## src/mbb_pkg.sv

```systemverilog
// Purpose: Shared constants and helpers for the node bridge pipeline
// Assumes: 125 MHz core clock, 16-bit bus data, 24-bit bus addresses
// Notes: Offsets, register bits and timing cycle counts live here; the check bound MAX_GAP stays in the bridge
package mbb_pkg;

	// ----------------------------------------------------------------
	// Bus address map
	// ----------------------------------------------------------------
	localparam logic [1:0] MB_DIRECT_QTR = 2'h0;
	localparam logic [1:0] MB_SWAP_QTR = 2'h1;
	localparam logic [7:0] MB_EVT_BLK = 8'hbf;
	localparam logic [23:0] PF_STEP = 24'h000002;

	// ----------------------------------------------------------------
	// Node-side register map
	// ----------------------------------------------------------------
	localparam logic [31:0] AUX_ADDR = 32'hfff7d026;
	localparam logic [15:0] AUX_RESET = 16'h0000;
	localparam int AUX_PIPE_BIT = 3;
	localparam int AUX_FULL_BIT = 4;
	localparam int AUX_LATE_BIT = 5;
	localparam logic [19:0] MAP_BASE_HI = 20'hfff7e;
	localparam logic [7:0] MBM_WIN_HI = 8'hfe;
	localparam int MAP_SPECIAL_BIT = 6;
	localparam int MAP_W = 7;

	// ----------------------------------------------------------------
	// Node access sizes
	// ----------------------------------------------------------------
	localparam logic [1:0] SZ_BYTE = 2'h0;
	localparam logic [1:0] SZ_WORD = 2'h1;
	localparam logic [1:0] SZ_LONG = 2'h2;

	// ----------------------------------------------------------------
	// Timing
	// ----------------------------------------------------------------
	localparam int CLK_NS = 8;
	localparam int ACK_NS = 300;
	localparam int NODE_WAIT_NS = 25000;
	localparam logic [5:0] ACK_CYC = 6'(ACK_NS / CLK_NS);
	localparam logic [11:0] NODE_WAIT_CYC = 12'(NODE_WAIT_NS / CLK_NS);

	// Exchange the two bytes of a word
	function automatic logic [15:0] swap16(input logic [15:0] d);
		return {d[7:0], d[15:8]};
	endfunction : swap16

	// Conventional map entry: identity segment, event block marked special
	function automatic logic [MAP_W-1:0] conv_entry(input logic [7:0] idx);
		return (idx == MB_EVT_BLK) ? 7'h40 : {1'b0, idx[5:0]};
	endfunction : conv_entry

endpackage : mbb_pkg
```

## src/mbb_map_if.sv

```systemverilog
// Purpose: Lookup and access port of the address mapping RAM
// Assumes: Lookup is combinational, writes land on the clock edge
// Notes: One lookup index for translation, one index for node access
`timescale 1ns/10ps
interface mbb_map_if;
	logic [7:0] lk_index;
	logic [6:0] lk_entry;
	logic wr_en;
	logic [7:0] acc_index;
	logic [6:0] wr_data;
	logic [6:0] rd_entry;
	modport user(output lk_index, wr_en, acc_index, wr_data, input lk_entry, rd_entry);
	modport ram(input lk_index, wr_en, acc_index, wr_data, output lk_entry, rd_entry);
endinterface : mbb_map_if

```

## src/mbb_bridge.sv

```systemverilog
// Purpose: Bus adapter bridge with write buffer and read prefetch
// Assumes: Bus strobes are asynchronous, node link and CPU on this clock
// Notes: Node link requests are levels held until the node acknowledges
`timescale 1ns/10ps
// Operation
// - Decode a 24-bit bus address covering sixteen megabytes.
// - Lowest four megabytes reach node memory at the same address.
// - Window 400000H above reaches the same memory byte swapped.
// - Swap exchanges word bytes; byte accesses invert address bit zero.
// - 800000H up to BF0000 is device space, never claimed.
// - The 64-kilobyte block at BF0000 posts events.
// - Translation comes from a writable mapping RAM, conventional by default.
// - Node word and byte accesses supported; longwords take two cycles.
// - Bus writes always pipelined; reads only when enabled.
// - Auxiliary control bit 3 enables pipelined reads.
// - Pipeline serves byte and word accesses alike.
// - Node-originated transfers bypass the pipeline.
// - Bus writes latch, acknowledge at once, finish to node later.
// - Pipelined read prefetches the address two above.
// - Pipeline empty after reset or other operations, full after pipelined read.
// - Node delays up to 25 microseconds are waited out, not faulted.
// - Fast acknowledge about 0.3 microseconds after the access begins.
// - Byte equals word time; longword takes twice.
// - Node cycle starts on address strobe; bus cycle on bus request.
// - Event write is translated and flagged as event post.
// - Event map entries are special with segment from entry bits 5-0, zero by default.
module mbb_bridge
	import mbb_pkg::*;
(
	input wire logic clock,
	input wire logic reset_n,
	input wire logic mb_bus_req,
	input wire logic mb_reset,
	input wire logic [23:0] mb_addr,
	input wire logic mb_write,
	input wire logic mb_byte,
	input wire logic [15:0] mb_wdata,
	output logic mb_xack,
	output logic [15:0] mb_rdata,
	output logic nd_req,
	output logic [21:0] nd_addr,
	output logic nd_write,
	output logic nd_byte,
	output logic nd_event,
	output logic [15:0] nd_wdata,
	input wire logic nd_ack,
	input wire logic [15:0] nd_rdata,
	input wire logic cpu_as,
	input wire logic [31:0] cpu_addr,
	input wire logic cpu_write,
	input wire logic [1:0] cpu_size,
	input wire logic [31:0] cpu_wdata,
	output logic cpu_ack,
	output logic [31:0] cpu_rdata,
	output logic mbm_req,
	output logic [23:0] mbm_addr,
	output logic mbm_write,
	output logic mbm_byte,
	output logic [15:0] mbm_wdata,
	input wire logic mbm_ack,
	input wire logic [15:0] mbm_rdata
);
	typedef enum {S_IDLE, S_DEC, S_FAST, S_NODE, S_PF, S_HOLD} mbb_slv_t;
	typedef enum {M_IDLE, M_RUN, M_DROP, M_END} mbb_mst_t;

	// ----------------------------------------------------------------
	// Pin synchronisers and map RAM
	// ----------------------------------------------------------------
	logic req_s;
	logic rst_s;
	logic ack_s;
	logic req_q;
	mbb_map_if map_bus();

	mbb_pin_sync #(.W(3)) u_sync (
		.clock(clock),
		.reset_n(reset_n),
		.pin({mb_bus_req, mb_reset, mbm_ack}),
		.level({req_s, rst_s, ack_s})
	);

	mbb_map_ram u_map (
		.clock(clock),
		.reset_n(reset_n),
		.port(map_bus.ram)
	);

	// ----------------------------------------------------------------
	// Slave side state
	// ----------------------------------------------------------------
	mbb_slv_t st;
	mbb_mst_t ms;
	logic [23:0] cur_addr;
	logic cur_wr;
	logic cur_byte;
	logic [15:0] cur_wdata;
	logic [5:0] ack_cnt;
	logic pipe_full;
	logic [23:0] pf_addr;
	logic [15:0] pf_data;
	logic lk_pf;
	logic [11:0] wait_cnt;
	logic late;
	logic [15:0] aux;
	logic m_long;
	logic m_second;

	// Address decode on the latched bus address
	wire rg_direct = cur_addr[23:22] == MB_DIRECT_QTR;
	wire rg_swap = cur_addr[23:22] == MB_SWAP_QTR;
	wire rg_evt = cur_addr[23:16] == MB_EVT_BLK;
	wire claimed = rg_direct | rg_swap | (rg_evt & cur_wr);
	wire pipe_en = aux[AUX_PIPE_BIT];
	wire hit = pipe_en & pipe_full & !cur_wr & (cur_addr == pf_addr);
	wire req_rise = req_s & !req_q;
	wire ack_due = ack_cnt >= ACK_CYC;

	// Launch decisions for the node link
	wire [23:0] pf_next = cur_addr + PF_STEP;
	wire pf_go = (st == S_FAST && ack_due && !cur_wr) || st == S_PF;
	wire dec_go = st == S_DEC && claimed && !nd_req && !hit && !rst_s;
	wire ln_go = dec_go | pf_go;
	wire [23:0] lk_addr = pf_go ? pf_next : cur_addr;
	wire lk_swap = lk_addr[23:22] == MB_SWAP_QTR;
	wire ln_byte = cur_byte & !pf_go;
	wire [6:0] lk_entry = map_bus.lk_entry;
	wire [21:0] ln_addr = {lk_entry[5:0], lk_addr[15:1], lk_addr[0] ^ (ln_byte & lk_swap)};
	wire [15:0] ln_wdata = (rg_swap & !cur_byte) ? swap16(cur_wdata) : cur_wdata;
	wire [15:0] rd_view = (rg_swap & !cur_byte) ? swap16(nd_rdata) : nd_rdata;
	wire [15:0] pf_view = (rg_swap & !cur_byte) ? swap16(pf_data) : pf_data;
	wire nd_done = nd_req & nd_ack;

	// Node-side decode
	wire m_start = ms == M_IDLE && cpu_as;
	wire sel_aux = cpu_addr == AUX_ADDR;
	wire sel_map = cpu_addr[31:12] == MAP_BASE_HI;
	wire sel_mbm = cpu_addr[31:24] == MBM_WIN_HI;
	wire aux_wr = m_start & sel_aux & cpu_write;
	wire [15:0] aux_view = {aux[15:6], late, pipe_full, aux[3:0]};
	wire [15:0] m_first = (cpu_size == SZ_LONG) ? cpu_wdata[31:16] : cpu_wdata[15:0];

	assign map_bus.lk_index = lk_addr[23:16];
	assign map_bus.wr_en = m_start & sel_map & cpu_write;
	assign map_bus.acc_index = cpu_addr[8:1];
	assign map_bus.wr_data = cpu_wdata[6:0];

	// ----------------------------------------------------------------
	// Bus slave sequencing
	// ----------------------------------------------------------------
	always_ff @(posedge clock or negedge reset_n) begin
		if (!reset_n) begin
			req_q <= 1'b0;
			ack_cnt <= 6'h00;
		end else begin
			req_q <= req_s;
			ack_cnt <= (st == S_IDLE) ? 6'h01 : (ack_cnt + {5'h00, ~&ack_cnt});
		end
	end

	// Latch the request; the write is buffered here while node catches up
	always_ff @(posedge clock or negedge reset_n) begin
		if (!reset_n) begin
			cur_addr <= 24'h000000;
			cur_wr <= 1'b0;
			cur_byte <= 1'b0;
			cur_wdata <= 16'h0000;
		end else if (st == S_IDLE && req_rise) begin
			cur_addr <= mb_addr;
			cur_wr <= mb_write;
			cur_byte <= mb_byte;
			cur_wdata <= mb_wdata;
		end
	end

	// Slave state machine; a bus reset drops any answer in progress
	always_ff @(posedge clock or negedge reset_n) begin
		if (!reset_n) begin
			st <= S_IDLE;
			mb_xack <= 1'b0;
			mb_rdata <= 16'h0000;
		end else if (rst_s) begin
			st <= S_IDLE;
			mb_xack <= 1'b0;
		end else begin
			case (st)
				S_IDLE: begin
					if (req_rise) begin
						st <= S_DEC;
					end
				end
				S_DEC: begin
					if (!claimed) begin
						st <= S_HOLD;
					end else if (!nd_req) begin
						if (cur_wr || hit) begin
							st <= S_FAST;
						end else begin
							st <= S_NODE;
						end
						if (hit) begin
							mb_rdata <= pf_view;
						end
					end
				end
				S_FAST: begin
					if (ack_due) begin
						mb_xack <= 1'b1;
						st <= S_HOLD;
					end
				end
				S_NODE: begin
					if (nd_done && !lk_pf) begin
						mb_rdata <= rd_view;
						mb_xack <= 1'b1;
						st <= pipe_en ? S_PF : S_HOLD;
					end
				end
				S_PF: begin
					st <= S_HOLD;
				end
				S_HOLD: begin
					if (!req_s) begin
						mb_xack <= 1'b0;
						st <= S_IDLE;
					end
				end
				default: begin
					st <= S_IDLE;
				end
			endcase
		end
	end

	// Pipeline occupancy; only a pipelined read leaves it full
	always_ff @(posedge clock or negedge reset_n) begin
		if (!reset_n) begin
			pipe_full <= 1'b0;
			pf_addr <= 24'h000000;
		end else begin
			if (rst_s || (m_start && sel_mbm)) begin
				pipe_full <= 1'b0;
			end else if (st == S_DEC && (!claimed || !nd_req)) begin
				pipe_full <= hit;
			end else if (st == S_PF) begin
				pipe_full <= 1'b1;
			end
			if (pf_go) begin
				pf_addr <= pf_next;
			end
		end
	end

	// ----------------------------------------------------------------
	// Node link requests, held until acknowledged
	// ----------------------------------------------------------------
	always_ff @(posedge clock or negedge reset_n) begin
		if (!reset_n) begin
			nd_req <= 1'b0;
			nd_addr <= 22'h000000;
			nd_write <= 1'b0;
			nd_byte <= 1'b0;
			nd_event <= 1'b0;
			nd_wdata <= 16'h0000;
			lk_pf <= 1'b0;
		end else if (ln_go) begin
			nd_req <= 1'b1;
			nd_addr <= ln_addr;
			nd_write <= cur_wr & !pf_go;
			nd_byte <= ln_byte;
			nd_event <= rg_evt & !pf_go;
			nd_wdata <= ln_wdata;
			lk_pf <= pf_go;
		end else if (nd_done) begin
			nd_req <= 1'b0;
		end
	end

	// Prefetched word and a sticky slow-response flag
	always_ff @(posedge clock or negedge reset_n) begin
		if (!reset_n) begin
			pf_data <= 16'h0000;
			wait_cnt <= 12'h000;
			late <= 1'b0;
		end else begin
			if (nd_done && lk_pf) begin
				pf_data <= nd_rdata;
			end
			wait_cnt <= nd_req ? (wait_cnt + {11'h000, ~&wait_cnt}) : 12'h000;
			if (nd_req && wait_cnt == NODE_WAIT_CYC) begin
				late <= 1'b1;
			end else if (aux_wr && cpu_wdata[AUX_LATE_BIT]) begin
				late <= 1'b0;
			end
		end
	end

	// ----------------------------------------------------------------
	// Node-originated accesses, never through the pipeline
	// ----------------------------------------------------------------
	always_ff @(posedge clock or negedge reset_n) begin
		if (!reset_n) begin
			aux <= AUX_RESET;
		end else if (aux_wr) begin
			aux <= cpu_wdata[15:0];
		end
	end

	always_ff @(posedge clock or negedge reset_n) begin
		if (!reset_n) begin
			ms <= M_IDLE;
			cpu_ack <= 1'b0;
			cpu_rdata <= 32'h00000000;
			mbm_req <= 1'b0;
			mbm_addr <= 24'h000000;
			mbm_write <= 1'b0;
			mbm_byte <= 1'b0;
			mbm_wdata <= 16'h0000;
			m_long <= 1'b0;
			m_second <= 1'b0;
		end else begin
			case (ms)
				M_IDLE: begin
					if (m_start && sel_mbm) begin
						mbm_req <= 1'b1;
						mbm_addr <= cpu_addr[23:0];
						mbm_write <= cpu_write;
						mbm_byte <= cpu_size == SZ_BYTE;
						mbm_wdata <= m_first;
						m_long <= cpu_size == SZ_LONG;
						m_second <= 1'b0;
						ms <= M_RUN;
					end else if (m_start) begin
						cpu_rdata <= sel_aux ? {16'h0000, aux_view} :
							sel_map ? {25'h0000000, map_bus.rd_entry} : 32'h00000000;
						cpu_ack <= 1'b1;
						ms <= M_END;
					end
				end
				M_RUN: begin
					if (ack_s) begin
						mbm_req <= 1'b0;
						if (m_long && !m_second) begin
							cpu_rdata[31:16] <= mbm_rdata;
						end else begin
							cpu_rdata[15:0] <= mbm_rdata;
						end
						ms <= M_DROP;
					end
				end
				M_DROP: begin
					if (!ack_s && m_long && !m_second) begin
						m_second <= 1'b1;
						mbm_addr <= mbm_addr + PF_STEP;
						mbm_wdata <= cpu_wdata[15:0];
						mbm_req <= 1'b1;
						ms <= M_RUN;
					end else if (!ack_s) begin
						cpu_ack <= 1'b1;
						ms <= M_END;
					end
				end
				M_END: begin
					cpu_ack <= 1'b0;
					if (!cpu_as) begin
						ms <= M_IDLE;
					end
				end
				default: begin
					ms <= M_IDLE;
				end
			endcase
		end
	end

	// ----------------------------------------------------------------
	// Checks
	// ----------------------------------------------------------------
	localparam int MAX_GAP = 40;
endmodule : mbb_bridge

```

## src/mbb_map_ram.sv

```systemverilog
// Purpose: Writable bus-to-node address mapping RAM
// Assumes: 256 entries, one per 64-kilobyte bus block
// Notes: Entries never written return the conventional map
`timescale 1ns/10ps
module mbb_map_ram
	import mbb_pkg::*;
(
	input wire logic clock,
	input wire logic reset_n,
	mbb_map_if.ram port
);
	logic [MAP_W-1:0] mem [0:255];
	logic [255:0] prog;

	// Conventional entries without a reset of the whole array
	assign port.lk_entry = prog[port.lk_index] ? mem[port.lk_index] : conv_entry(port.lk_index);
	assign port.rd_entry = prog[port.acc_index] ? mem[port.acc_index] : conv_entry(port.acc_index);

	// Marks which entries software has rewritten
	always_ff @(posedge clock or negedge reset_n) begin
		if (!reset_n) begin
			prog <= '0;
		end else if (port.wr_en) begin
			prog[port.acc_index] <= 1'b1;
		end
	end

	// Storage of rewritten entries
	always_ff @(posedge clock) begin
		if (port.wr_en) begin
			mem[port.acc_index] <= port.wr_data;
		end
	end
endmodule : mbb_map_ram

```

## src/mbb_pin_sync.sv

```systemverilog
// Purpose: Three-stage synchroniser for inputs from outside the clock
// Assumes: Each bit is an independent level
// Notes: A bit changes once stages two and three agree
`timescale 1ns/10ps
module mbb_pin_sync #(parameter int W = 1) (
	input wire logic clock,
	input wire logic reset_n,
	input wire logic [W-1:0] pin,
	output logic [W-1:0] level
);
	logic [W-1:0] s1;
	logic [W-1:0] s2;
	logic [W-1:0] s3;

	// First stage feeds only the second, agreement filters single glitches
	always_ff @(posedge clock or negedge reset_n) begin
		if (!reset_n) begin
			s1 <= '0;
			s2 <= '0;
			s3 <= '0;
			level <= '0;
		end else begin
			s1 <= pin;
			s2 <= s1;
			s3 <= s2;
			level <= (s2 & s3) | (level & (s2 ^ s3));
		end
	end
endmodule : mbb_pin_sync

```

## config.mk

```make
export PLATFORM = sky130hd
export DESIGN_NAME = mbb_bridge
export DESIGN_NICKNAME = d
export VERILOG_FILES = /design/src/mbb_pkg.sv /design/src/mbb_map_if.sv /design/src/mbb_bridge.sv /design/src/mbb_map_ram.sv /design/src/mbb_pin_sync.sv
export SDC_FILE = /design/constraint.sdc
export NUM_CORES = 2
export LEC_CHECK = 0
export BUFFER_PORTS_ARGS = -buffer_cell sky130_fd_sc_hd__buf_4
export CAP_MARGIN = 20
export CORE_AREA = 3 3 357 499
export CTS_CLUSTER_DIAMETER = 200
export DETAILED_ROUTE_END_ITERATION = 16
export DIE_AREA = 0 0 360 502
export PLACE_DENSITY = 0.8
export SYNTH_ARGS = -nofsm -noshare
export SYNTH_HDL_FRONTEND = slang
export SYNTH_SLANG_ARGS = --single-unit
```

## constraint.sdc

```tcl
create_clock -name clock -period 4.95 [get_ports clock]
set_input_delay 0 -clock clock [delete_from_list [all_inputs] [get_ports clock]]
set_output_delay 0 -clock clock [all_outputs]
set_load 0.03 [all_outputs]
```

==> metrics.yaml <==
die:
  die_x_um: 360
  rows: 181
  die_area_um2: 181000
  boundaryPins: 283
  die_h_um: 502
  core_area_um2: 174000
  initial_core_util_pct: 62.8
logic_synthesis:
  yosys.area_share.adder_pct: 0.103
  synth.area.mux_share_pct: 22.5
  postSynthCellCount: 6960
  async_flop_share_pct: 22.8
  yosys-top-cells-area: "edfxtp_1 (49%), mux4_2 (20%), dfrtp_1 (12%)"
  synth-xor-area-share_pct: 0.610
  yosysSeqAreaShare_pct: 61.3
  synthesis.nets: 7117
  synthSimpleGateAreaFrac_pct: 8.29
  synth_common_cells: "edfxtp_1 (1792), mux4_2 (949), nand2_1 (714), dfrtp_1 (528), nor2_1 (379)"
  synth_top_cell_by_area: "edfxtp_1"
  synth.distinct_cells: 93
  synth-seq-cells: 2320
  synth_compound_area_share_pct: 5.04
  yosys.cell_count.top_type: "edfxtp_1"
  synth_top_family_by_area: "multiplexers"
  syn_area_um2: 109000
  synth_edf_count: 1792
  yosysWarnings: 0
  syn_area_per_cell_um2: 15.7
  yosys_most_used_dff: "edfxtp_1"
  synth_top_cell_area_share_pct: 49.2
placement:
  place.gp.congestion: 1.04
  io_buffer_count: 282
  place_area_um2: 118000
  hpwl_um: 253000
worst_hold_path:
  hold_path.class: "in -> reg"
worst_setup_path:
  critPathKind: "reg -> reg"
  crit_start: "cur_addr[16]"
  ff2ff_setup_slack_ns: 0.01
  cp.required_ns: 5.76
  endpoint_kind: "flop"
  reg2reg_depth: 13
  r2r_end: "nd_addr[16]"
  worstPathArrival_ns: 5.75
  critPathMaxFanout: 14
  critPathLaunchType: "flop"
  cp-endpoint: "nd_addr[16]"
  r2r-start: "cur_addr[16]"
run_status:
  outcome: "finished, final reports clean"
timing:
  worstMarginPinSlew_ns: 1.23
  rsz0062_at_grt: "true"
  maxSlewHeadroom_pct: 17.9
  setup_tns_ns: 0
  holdWs_ns: 0.0366
  min_period_ns: 4.94
  max_freq_ghz: 0.202
  finalCritPeriodShare_pct: 99.8
  finalHoldViolCount: 0
  setup_violations: 0
  finalClockSkew_ns: 0.0451
  slew_violations: 0
clock_network:
  cts.sinks: 2320
  clock_latency_ns: 0.91
  clk_path_buf_depth: 3
  cts-buffers-inserted: 212
  cts_tree: "done"
  htreeDepth: 4
  clk_pin_slew_ns: 0.07
  clock_tree.root_cell: "clkbuf_16"
power_and_ir_drop:
  peakVddDrop_mv: 0.526
  power_leakage_nw: 46.4
  power.density_nw_per_um2: 480
global_route:
  gr-usage-met2_pct: 65.9
  grt_use_met1_pct: 50.7
  grt_busiest_layer: "met2"
  first_global_vias: 77600
  grt_max_degree: 170
  use_met3_pct: 15.2
  overflow: 0
  antenna_found_initial: 31
  grt_pass1_wl_um: 562000
  track_usage_pct: 44.0
cells_and_area:
  design_area_um2: 128000
  drive_above_1_share_pct: 32.4
  area_growth_pct: 17.0
  final_nets: 7955
route:
  first_pass_iters: 10
  drc_errors: 0
  dr_total_vias: 77500
  drt_iter0_drc: 13800
  routed_wl_um: 393000
  vias_per_cell: 7.53
  postRouteAntennaNets: 0
  wl_per_cell_um: 38.2
job:
  maxCapViolCount: 0
## layer usage
metal,share of wire (%),vias to the layer above
met3,14,2083
li1,-,29300
met4,11,20
met2,45,7621
met5,0.062,-
met1,30,38400
## kinds of logic after synthesis
family,Yosys count
AO/OA/AOI/OAI,846
XOR/XNOR,71
adder cells (fa/ha/maj),9
buffers and inverters,532
flip-flops,2320
multiplexers,1261
AND/OR/NAND/NOR,1921
## timing repair
action	CTS	global route
hold endpoints to repair	1543	0
resized for setup	3	18
pin swaps	1	3
endpoints found under the setup margin	6	6
cloned	0	2
hold buffers	270	0
buffers inserted	3	8
## sequential cells by signal (all words and copies together), names as in the netlist, 6 cells and up
register    cells
nd_wdata       16
cur_wdata      16
aux            14
wait_cnt       12
pf_addr        24
cpu_rdata      32
pf_data        16
ack_cnt         6
mbm_addr       24
nd_addr        22
cur_addr       24
u_map.prog    256
u_map.mem    1792
mb_rdata       16
mbm_wdata      16
## worst min-delay path by stage
stage	startpoint	slack [ns]	cells after the start	endpoint
final	cpu_addr[11]	0.04	4	mbm_addr[11]
after global routing	cpu_addr[18]	0.04	4	mbm_addr[18]
after CTS	cpu_addr[11]	0.001	4	mbm_addr[11]
after detailed placement	reset_n	0.09	1	mbm_wdata[13]
after global placement	reset_n	0.09	1	mbm_wdata[13]
after floorplan	reset_n	-0.30	0	ack_cnt[0]
## cell usage in the layout (no fill, tap or decap), drive strengths merged, types with 11 or more instances in the layout
cell            n
nor4           21
buf           854
a31oi          21
clkinv         69
a21boi         18
bufinv         22
dlygate4sd3   269
a21oi         278
mux2          109
mux4          949
or2           260
inv            35
xor2           30
and3           26
a221oi         14
xnor2          42
nand4          37
diode          21
nor3          101
nand2b        147
o22ai          43
clkinvlp       12
a311oi         22
edfxtp       1792
nor2          383
clkbuf        296
o21ai         159
a211oi         36
or4            11
o31ai          17
o211a          11
dfrtp         528
mux2i         203
nand3         176
a22oi          91
nand2         715
a32oi          22
## power by group
group          internal [mW]  switching, mW  total (mW)
Sequential              21.8          0.855        22.6
Clock                   9.57           7.58        17.2
Combinational           7.95           13.7        21.7
Total                   39.3           22.2        61.4
## stage by stage
stage	instances	total power [mW]	utilization (%)	setup slack (ns)
finish	10300	61.4	73.5	0.00952
global route	10300	62.5	73.4	-0.0348
CTS	10300	60.0	73.3	0.0367
detailed placement	9584	42.9	67.5	-0.0792
global placement	9582	42.5	67.5	-0.371
floorplan	6960	34.2	-	1.06
## critical path, cell delays in order (launching register included)
cell,delay [ns]
dfrtp_4,0.59
nand4_1,0.29
nor2_1,0.36
o2111ai_1,0.23
a21oi_1,0.82
o21ai_2,0.18
buf_4,0.31
buf_4,0.29
a311oi_1,0.21
o21bai_1,0.24
o21ai_0,0.15
a211oi_1,0.72
o32ai_1,0.21
o221ai_1,0.20
## cell type report
cell class / instances / area, um^2
antenna: 21 / 52.6
clock buffer: 287 / 5900
clock inverter: 115 / 1330
fill: 10000 / 46200
inverter: 23 / 93.8
multi-input combinational: 4109 / 40400
sequential: 2320 / 67000
tap: 2287 / 2860
timing repair buffer: 1132 / 10300
No activity file was read; power rests on OpenSTA's default activity.
